$ cat src/verilog/sirc_regs.svh
// Register indices, field positions, reset values and counts
`ifndef SIRC_REGS_SVH
`define SIRC_REGS_SVH

// Register indices; the byte address is four times the index
`define SIRC_SN0_IDX      16'hffe8
`define SIRC_SN1_IDX      16'hffe9
`define SIRC_SN2_IDX      16'hffea
`define SIRC_SN3_IDX      16'hffeb
`define SIRC_SN4_IDX      16'hffec
`define SIRC_USB_CONTROL_REGISTER_IDX   16'hfff0
`define SIRC_GLOBAL_CONTROL_REGISTER_IDX  16'hfff1

`define SIRC_SN_BYTES     5
`define SIRC_ADDR_W       18

// Control fields
`define SIRC_CONNECT_BIT  7
`define SIRC_FUNCTION_RESET_ENABLE_BIT    4
`define SIRC_USB_CONTROL_REGISTER_MASK  8'h90
`define SIRC_GLOBAL_CONTROL_REGISTER_MASK 8'hff
`define SIRC_USB_CONTROL_REGISTER_RST   8'h00
`define SIRC_GLOBAL_CONTROL_REGISTER_RST  8'h00
`define SIRC_SN_RST       8'h00

// Bus answers
`define SIRC_RESP_OKAY    2'b00
`define SIRC_RESP_DECERR  2'b11

`endif

$ cat src/verilog/sirc_pkg.sv
// Types shared by the serial id, reset and connect block
package sirc_pkg;

    typedef enum logic [1:0] {
        SIRC_LD_WAIT,
        SIRC_LD_SYNC,
        SIRC_LD_CAPT,
        SIRC_LD_DONE
    } sirc_ld_state_t;

    typedef struct packed {
        logic [7:0] usb_control_register;
        logic [7:0] global_control_register;
    } sirc_ctrl_t;

endpackage : sirc_pkg

$ cat src/verilog/sirc_top.sv
// Serial number mirror, reset combiner and pull-up connect control
//
// Overview of operation
// - Lower five bytes of the 64-bit die serial each get a register.
// - Serial registers are read-only; contents come from the die id.
// - Serial registers load after power-up reset; USB reset leaves them.
// - Serial bytes decode ascending, byte 4 highest, one apart.
// - Register bits 7..0 carry serial bits 8n+7..8n, msb first.
// - Internal reset asserts when power-up reset or enabled USB reset asserts.
// - USB reset counts only with its enable set; enable resets to 0.
// - USB and global control registers clear on power-up reset only.
// - Connect bit one drives the pull-up pin high: hub sees a device.
// - Connect bit zero drives the pull-up pin low: hub sees nothing.
// - Connect is bit 7 of the USB control register, reset to zero.
//
// The AXI4-Lite register port is this design's own decision.
`timescale 1ns/1ns

`include "sirc_regs.svh"

module sirc_top
    import sirc_pkg::*;
(
    input  logic                    clk_sys,
    input  logic                    nrst,
    input  logic [39:0]             die_id,
    input  logic                    usb_function_reset_n,
    output logic                    internal_reset_n,
    output logic                    pullup_drive_pin,
    input  logic [`SIRC_ADDR_W-1:0] s_axi_awaddr,
    input  logic                    s_axi_awvalid,
    output logic                    s_axi_awready,
    input  logic [31:0]             s_axi_wdata,
    input  logic [3:0]              s_axi_wstrb,
    input  logic                    s_axi_wvalid,
    output logic                    s_axi_wready,
    output logic [1:0]              s_axi_bresp,
    output logic                    s_axi_bvalid,
    input  logic                    s_axi_bready,
    input  logic [`SIRC_ADDR_W-1:0] s_axi_araddr,
    input  logic                    s_axi_arvalid,
    output logic                    s_axi_arready,
    output logic [31:0]             s_axi_rdata,
    output logic [1:0]              s_axi_rresp,
    output logic                    s_axi_rvalid,
    input  logic                    s_axi_rready
);

    // ------------------------------------------------------------
    // Address decode
    // ------------------------------------------------------------
    function automatic logic reg_hit
    (
        input logic [`SIRC_ADDR_W-1:0] addr,
        input logic [15:0]             idx
    );
        reg_hit = (addr[`SIRC_ADDR_W-1:2] == idx);
    endfunction : reg_hit

    function automatic logic sn_hit
    (
        input logic [`SIRC_ADDR_W-1:0] addr
    );
        sn_hit = 1'b0;
        for (int i = 0; i < `SIRC_SN_BYTES; i++)
        begin
            if (reg_hit(addr, `SIRC_SN0_IDX + 16'(i)))
            begin
                sn_hit = 1'b1;
            end
        end
    endfunction : sn_hit

    // ------------------------------------------------------------
    // Input synchronisers
    // ------------------------------------------------------------
    logic [39:0]    die_meta_q;
    logic [39:0]    die_sync_q;
    logic           usb_function_reset_meta_q;
    logic           usb_function_reset_sync_q;

    always_ff @(posedge clk_sys or negedge nrst)
    begin
        if (!nrst)
        begin
            die_meta_q  <= 40'h0;
            die_sync_q  <= 40'h0;
            usb_function_reset_meta_q <= 1'b0;
            usb_function_reset_sync_q <= 1'b0;
        end
        else
        begin
            die_meta_q  <= die_id;
            die_sync_q  <= die_meta_q;
            usb_function_reset_meta_q <= ~usb_function_reset_n;
            usb_function_reset_sync_q <= usb_function_reset_meta_q;
        end
    end

    // ------------------------------------------------------------
    // Serial number capture
    // ------------------------------------------------------------
    // The identifier is caught once after power-up release, once the
    // synchroniser holds it; the USB reset never reaches this state.
    sirc_ld_state_t ld_state_q;
    sirc_ld_state_t ld_state_d;
    logic           sn_capture;
    logic [7:0]     sn_q [`SIRC_SN_BYTES];
    logic [7:0]     sn_d [`SIRC_SN_BYTES];

    always_comb
    begin
        ld_state_d = ld_state_q;
        sn_capture = 1'b0;
        case (ld_state_q)
            SIRC_LD_WAIT: ld_state_d = SIRC_LD_SYNC;
            SIRC_LD_SYNC: ld_state_d = SIRC_LD_CAPT;
            SIRC_LD_CAPT:
            begin
                sn_capture = 1'b1;
                ld_state_d = SIRC_LD_DONE;
            end
            SIRC_LD_DONE: ld_state_d = SIRC_LD_DONE;
            default:      ld_state_d = SIRC_LD_WAIT;
        endcase
    end

    always_ff @(posedge clk_sys or negedge nrst)
    begin
        if (!nrst)
        begin
            ld_state_q <= SIRC_LD_WAIT;
        end
        else
        begin
            ld_state_q <= ld_state_d;
        end
    end

    genvar g;
    generate
        for (g = 0; g < `SIRC_SN_BYTES; g++)
        begin : g_sn
            // Only the die identifier feeds these bytes
            always_comb
            begin
                sn_d[g] = sn_q[g];
                if (sn_capture)
                begin
                    sn_d[g] = die_sync_q[8*g +: 8];
                end
            end

            always_ff @(posedge clk_sys or negedge nrst)
            begin
                if (!nrst)
                begin
                    sn_q[g] <= `SIRC_SN_RST;
                end
                else
                begin
                    sn_q[g] <= sn_d[g];
                end
            end
        end
    endgenerate

    // ------------------------------------------------------------
    // Write channel
    // ------------------------------------------------------------
    logic                    aw_held_q;
    logic                    aw_held_d;
    logic [`SIRC_ADDR_W-1:0] aw_addr_q;
    logic [`SIRC_ADDR_W-1:0] aw_addr_d;
    logic                    w_held_q;
    logic                    w_held_d;
    logic [7:0]              w_byte_q;
    logic [7:0]              w_byte_d;
    logic                    w_lane_q;
    logic                    w_lane_d;
    logic                    bvalid_q;
    logic                    bvalid_d;
    logic [1:0]              bresp_q;
    logic [1:0]              bresp_d;
    sirc_ctrl_t              ctrl_q;
    sirc_ctrl_t              ctrl_d;
    logic                    commit;

    assign s_axi_awready = ~aw_held_q & ~bvalid_q;
    assign s_axi_wready  = ~w_held_q & ~bvalid_q;
    assign commit        = aw_held_q & w_held_q;

    always_comb
    begin
        aw_held_d = aw_held_q;
        aw_addr_d = aw_addr_q;
        w_held_d  = w_held_q;
        w_byte_d  = w_byte_q;
        w_lane_d  = w_lane_q;
        bvalid_d  = bvalid_q;
        bresp_d   = bresp_q;
        ctrl_d    = ctrl_q;
        if (s_axi_awvalid && s_axi_awready)
        begin
            aw_held_d = 1'b1;
            aw_addr_d = s_axi_awaddr;
        end
        if (s_axi_wvalid && s_axi_wready)
        begin
            w_held_d = 1'b1;
            w_byte_d = s_axi_wdata[7:0];
            w_lane_d = s_axi_wstrb[0];
        end
        if (commit)
        begin
            aw_held_d = 1'b0;
            w_held_d  = 1'b0;
            bvalid_d  = 1'b1;
            bresp_d   = `SIRC_RESP_DECERR;
            if (sn_hit(aw_addr_q))
            begin
                bresp_d = `SIRC_RESP_OKAY;
            end
            else if (reg_hit(aw_addr_q, `SIRC_USB_CONTROL_REGISTER_IDX))
            begin
                bresp_d = `SIRC_RESP_OKAY;
                if (w_lane_q)
                begin
                    ctrl_d.usb_control_register = w_byte_q & `SIRC_USB_CONTROL_REGISTER_MASK;
                end
            end
            else if (reg_hit(aw_addr_q, `SIRC_GLOBAL_CONTROL_REGISTER_IDX))
            begin
                bresp_d = `SIRC_RESP_OKAY;
                if (w_lane_q)
                begin
                    ctrl_d.global_control_register = w_byte_q & `SIRC_GLOBAL_CONTROL_REGISTER_MASK;
                end
            end
        end
        if (bvalid_q && s_axi_bready)
        begin
            bvalid_d = 1'b0;
        end
    end

    always_ff @(posedge clk_sys or negedge nrst)
    begin
        if (!nrst)
        begin
            aw_held_q <= 1'b0;
            aw_addr_q <= '0;
            w_held_q  <= 1'b0;
            w_byte_q  <= 8'h00;
            w_lane_q  <= 1'b0;
            bvalid_q  <= 1'b0;
            bresp_q   <= `SIRC_RESP_OKAY;
        end
        else
        begin
            aw_held_q <= aw_held_d;
            aw_addr_q <= aw_addr_d;
            w_held_q  <= w_held_d;
            w_byte_q  <= w_byte_d;
            w_lane_q  <= w_lane_d;
            bvalid_q  <= bvalid_d;
            bresp_q   <= bresp_d;
        end
    end

    // Control registers see the power-up reset and nothing else, so
    // a USB reset cannot drop the pull-up or the reset enable.
    always_ff @(posedge clk_sys or negedge nrst)
    begin
        if (!nrst)
        begin
            ctrl_q.usb_control_register  <= `SIRC_USB_CONTROL_REGISTER_RST;
            ctrl_q.global_control_register <= `SIRC_GLOBAL_CONTROL_REGISTER_RST;
        end
        else
        begin
            ctrl_q <= ctrl_d;
        end
    end

    assign s_axi_bvalid = bvalid_q;
    assign s_axi_bresp  = bresp_q;

    // ------------------------------------------------------------
    // Read channel
    // ------------------------------------------------------------
    logic        rvalid_q;
    logic        rvalid_d;
    logic [31:0] rdata_q;
    logic [31:0] rdata_d;
    logic [1:0]  rresp_q;
    logic [1:0]  rresp_d;

    assign s_axi_arready = ~rvalid_q;

    always_comb
    begin
        rvalid_d = rvalid_q;
        rdata_d  = rdata_q;
        rresp_d  = rresp_q;
        if (s_axi_arvalid && s_axi_arready)
        begin
            rvalid_d = 1'b1;
            rdata_d  = 32'h0;
            rresp_d  = `SIRC_RESP_DECERR;
            for (int i = 0; i < `SIRC_SN_BYTES; i++)
            begin
                if (reg_hit(s_axi_araddr, `SIRC_SN0_IDX + 16'(i)))
                begin
                    rdata_d = {24'h0, sn_q[i]};
                    rresp_d = `SIRC_RESP_OKAY;
                end
            end
            if (reg_hit(s_axi_araddr, `SIRC_USB_CONTROL_REGISTER_IDX))
            begin
                rdata_d = {24'h0, ctrl_q.usb_control_register};
                rresp_d = `SIRC_RESP_OKAY;
            end
            if (reg_hit(s_axi_araddr, `SIRC_GLOBAL_CONTROL_REGISTER_IDX))
            begin
                rdata_d = {24'h0, ctrl_q.global_control_register};
                rresp_d = `SIRC_RESP_OKAY;
            end
        end
        else if (rvalid_q && s_axi_rready)
        begin
            rvalid_d = 1'b0;
        end
    end

    always_ff @(posedge clk_sys or negedge nrst)
    begin
        if (!nrst)
        begin
            rvalid_q <= 1'b0;
            rdata_q  <= 32'h0;
            rresp_q  <= `SIRC_RESP_OKAY;
        end
        else
        begin
            rvalid_q <= rvalid_d;
            rdata_q  <= rdata_d;
            rresp_q  <= rresp_d;
        end
    end

    assign s_axi_rvalid = rvalid_q;
    assign s_axi_rdata  = rdata_q;
    assign s_axi_rresp  = rresp_q;

    // ------------------------------------------------------------
    // Internal reset and pull-up drive
    // ------------------------------------------------------------
    logic int_ok_q;
    logic int_ok_d;
    logic pur_q;
    logic pur_d;

    always_comb
    begin
        // USB reset is gated by its enable bit
        int_ok_d = ~(ctrl_q.usb_control_register[`SIRC_FUNCTION_RESET_ENABLE_BIT] & usb_function_reset_sync_q);
        // Pin follows the bit one cycle later; a clear then set re-enumerates
        pur_d = ctrl_q.usb_control_register[`SIRC_CONNECT_BIT];
    end

    always_ff @(posedge clk_sys or negedge nrst)
    begin
        if (!nrst)
        begin
            int_ok_q <= 1'b0;
            pur_q    <= 1'b0;
        end
        else
        begin
            int_ok_q <= int_ok_d;
            pur_q    <= pur_d;
        end
    end

    // Power-up reset acts without the clock; the USB term is registered
    assign internal_reset_n = nrst & int_ok_q;
    assign pullup_drive_pin = pur_q;

endmodule : sirc_top

$ cat config.mk
export PLATFORM = sky130hd
export DESIGN_NAME = sirc_top
export DESIGN_NICKNAME = d
export VERILOG_FILES = /design/src/verilog/sirc_pkg.sv /design/src/verilog/sirc_top.sv
export VERILOG_INCLUDE_DIRS = /design/src /design/src/verilog
export SDC_FILE = /design/constraint.sdc
export NUM_CORES = 1
export LEC_CHECK = 0
export BUFFER_PORTS_ARGS = -buffer_cell sky130_fd_sc_hd__buf_2
export CORE_UTILIZATION = 40
export DETAILED_ROUTE_END_ITERATION = 16
export GPL_TIMING_DRIVEN = 0
export MAX_ROUTING_LAYER = met4
export SLEW_MARGIN = 5
export SYNTH_ARGS = -nofsm -noshare
export SYNTH_HDL_FRONTEND = slang
export SYNTH_SLANG_ARGS = --single-unit
$ cat constraint.sdc
create_clock -name clk_sys -period 1.9 [get_ports clk_sys]
set_input_delay 0.19 -clock clk_sys [delete_from_list [all_inputs] [get_ports clk_sys]]
set_output_delay 0.19 -clock clk_sys [all_outputs]
set_load 0.01 [all_outputs]
==> results.toml <==
[final_layout]
syn_to_final_growth_pct = 34.3
design_area_mm2 = 0.00846
stdcell_count = 842
final_nets = 737
drive_gt1_share_pct = 39.5

[timing]
finalSetupViolCount = 0
slew-limit-headroom_pct = 57.6
tns_ps = 0
min_period_ps = 1780
max_freq_mhz = 562
min_period_over_period_pct = 93.7
skew_ps = 6.24
worstMarginPinSlew_ps = 635
rsz0062_at_grt = "false"
maxSlewViolCount = 0
holdWs_ps = -242
hold_viol_final = 89
setup_ws_ps = 120

[critical_path]
crit_fanout = 8
crit_path_start_kind = "flop"
worstSetupEndpointType = "flop"
rr_worst_depth = 5
path_depth = 5
path_class = "reg -> reg"
cp_slowest_stage_delay_ps = 410
reg2reg_slack_ps = 120
crit_arrival_ps = 2080
path_buf_inv = 0
worst_ep_required_time_ps = 2200
cp-startpoint = "aw_addr_q[4]"
cpMaxStageDelayCell = "mux2_1"
path_delay_family = "simple AND/OR/NAND/NOR gates"
reg2reg_from = "aw_addr_q[4]"
cp_cell_sequence = "nor2_1, nand4_1, nor4_1, nand2_1, mux2_1"

[placed_design]
place_ws_ps = -73.2
dpl.cell_count = 745
portBuffers = 105
gp_congestion = 0.815
postPlaceCellArea_mm2 = 0.00722
dp.final_hpwl_um = 8150

[routing]
wl_um = 12000
via_per_inst = 4.62
wl_per_cell_um = 14.3
drtIter0Drc = 190
vias = 3890
drc_errors = 0
ant_nets = 0
drtPass1Iterations = 4

[clock_network]
cts-root-buf = "clkbuf_16"
clk_latency_ps = 420
path_clk_slew_ps = 70
cts_sinks = 175
cts_resized = 0
clockBufferDepth = 2
numCtsBuffers = 17
ctsHoldBuffers = 65
htree_levels = 4
cts_tree = "yes"

[pwr]
p_per_area_mw_per_mm2 = 1070
power.internal_w = 0.00682
vdd_drop_max_uv = 616
p_leak_nw = 3.87
power_frac_seq_pct = 49.0
switching_share_pct = 24.7
clkPwrFrac_pct = 38.3
switchingPower_w = 0.00224
finalPower_w = 0.00907
p_comb_share_pct = 12.8

[floorplanning]
placementRows = 45
ioPinCount = 163
die_w_um = 128
dieHeight_um = 128
start_util_pct = 41.2
core_area_mm2 = 0.0153
dieArea_mm2 = 0.0163

[yosys]
yosysSeqAreaShare_pct = 69.5
syn-instance-count = 405
synth_xor_area_share_pct = 0
synth_compound_area_share_pct = 6.11
synth_edf_count = 0
synthArstFlopShare_pct = 100
synthSimpleGateAreaFrac_pct = 5.34
muxShareOfSynthArea_pct = 14.6
syn_area_mm2 = 0.00630
avgSynthCellArea_um2 = 15.6
ys_types = 44
synth_fa_ha_area_share_pct = 0
ys.flop_type = "dfrtp_1"
synth_top_family_by_area = "multiplexers"
ys_warn_count = 0
synth-seq-cells = 175

[global_route]
grt_usage_pct = 17.0
grt_antenna_before_repair = 1
grt_pass1_wl_um = 20100
grt_pass1_vias = 4075
grt_remaining_overflow = 0
grt_max_degree = 91

[flow_run]
drv_cap = 0

[min_path]
hold_path_class = "in -> async"

[run_status]
status = "complete, but fails checks"
violations = "negative hold slack"
## stage by stage
| step | utilization (%) | hold slack, ps |
|---|---|---|
| 3_5_place_dp | 47.1 | 236 |
| 3_3_place_gp | 46.9 | 298 |
| 6_report | 55.3 | -242 |
| 2_1_floorplan | - | -106 |
| 4_1_cts | 55.3 | -223 |
| 5_1_grt | 55.3 | -200 |
## per-layer routing
layer	part of all wire [%]	track usage [%]	routed length [um]	up-vias
met1	45	21.0	5470	1927
met5	0	-	0	-
met2	47	25.9	5700	120
li1	-	-	-	1829
met3	5.7	5.78	684	14
met4	1.5	6.37	182	0
## synthesized netlist by cell type, types with 3 or more instances
cell type    n  area share [%]
o41ai_1      6            0.83
dfrtp_1    175              69
nor4_1       3            0.30
mux2_1       5            0.89
a221oi_1     6            0.83
o22ai_1      3            0.30
a21oi_1     10            0.79
clkbuf_1    10            0.60
a32oi_1     12             1.7
nand2b_1     3            0.30
nand4_1      4            0.40
o21bai_1     7            0.83
nand2_1      8            0.48
buf_2        3            0.24
and2_1       4            0.40
buf_4       27             3.2
nor2_1      10            0.60
mux2_2      73              13
nor2b_1      4            0.40
inv_1        5            0.30
## layout by cell type (no fill, tap or decap), types with 2 or more instances in the layout
cell type / instances
buf_2: 107
nand2b_1: 3
nor2_1: 10
mux2_1: 5
o22ai_1: 3
clkbuf_16: 17
nand3_1: 2
and2_1: 4
conb_1: 24
bufinv_16: 2
dlygate4sd3_1: 65
mux2_2: 73
clkbuf_1: 9
clkinv_4: 2
buf_4: 27
dfrtp_1: 175
nor2b_1: 4
inv_6: 9
or4_1: 2
mux2i_1: 2
nand4_1: 4
nand2_1: 8
a32oi_1: 12
o21bai_1: 7
o41ai_1: 6
nor4_1: 3
a221oi_1: 6
a21oi_1: 10
inv_1: 5
## kinds of logic after synthesis
group,count (synthesis)
AOI/OAI and AO/OA,51
other,1
DFF,175
muxes,81
buffers and inverters,46
and+or+nand+nor,51
## path summary, 6_finish.rpt
kind / end
worst max register to register: ctrl_q[7]
min in group clk_sys: w_byte_q[7]
max in group asynchronous: die_meta_q[30]
worst min register to register: die_sync_q[37]
worst max-delay path: ctrl_q[7]
worst min-delay path: die_sync_q[18]
## area by class of cell
class / instances / area [um2]
Tap cell: 211 / 264
Sequential cell: 175 / 4380
Multi-Input combinational cell: 207 / 1730
Timing Repair Buffer: 171 / 1210
Buffer: 40 / 255
Clock inverter: 15 / 173
Fill cell: 1304 / 6850
Antenna cell: 1 / 2.50
Clock buffer: 17 / 425
Inverter: 5 / 18.8
## flip-flops by register name (all words and copies together), names as in the netlist, 2 cells and up
register / cells
aw_addr_q: 16
ctrl_q: 10
die_meta_q: 40
die_sync_q: 40
ld_state_q: 2
s_axi_rdata: 8
sn_q: 40
w_byte_q: 8
## power by group through the flow
stage	combinational (W)	clock (W)	sequential [W]
final	0.00116	0.00347	0.00444
after global routing	0.00129	0.00374	0.00450
after CTS	0.00118	0.00356	0.00444
after detailed placement	0.00107	0	0.00450
after global placement	0.00103	0	0.00448
after floorplan	0.000713	0	0.00443
## repair_timing
item | in CTS | in global routing
endpoints found under the hold margin | 154 | 89
setup endpoints to repair | 0 | 9
buffers inserted | 0 | 0
Power figures use the tool's default switching activity.
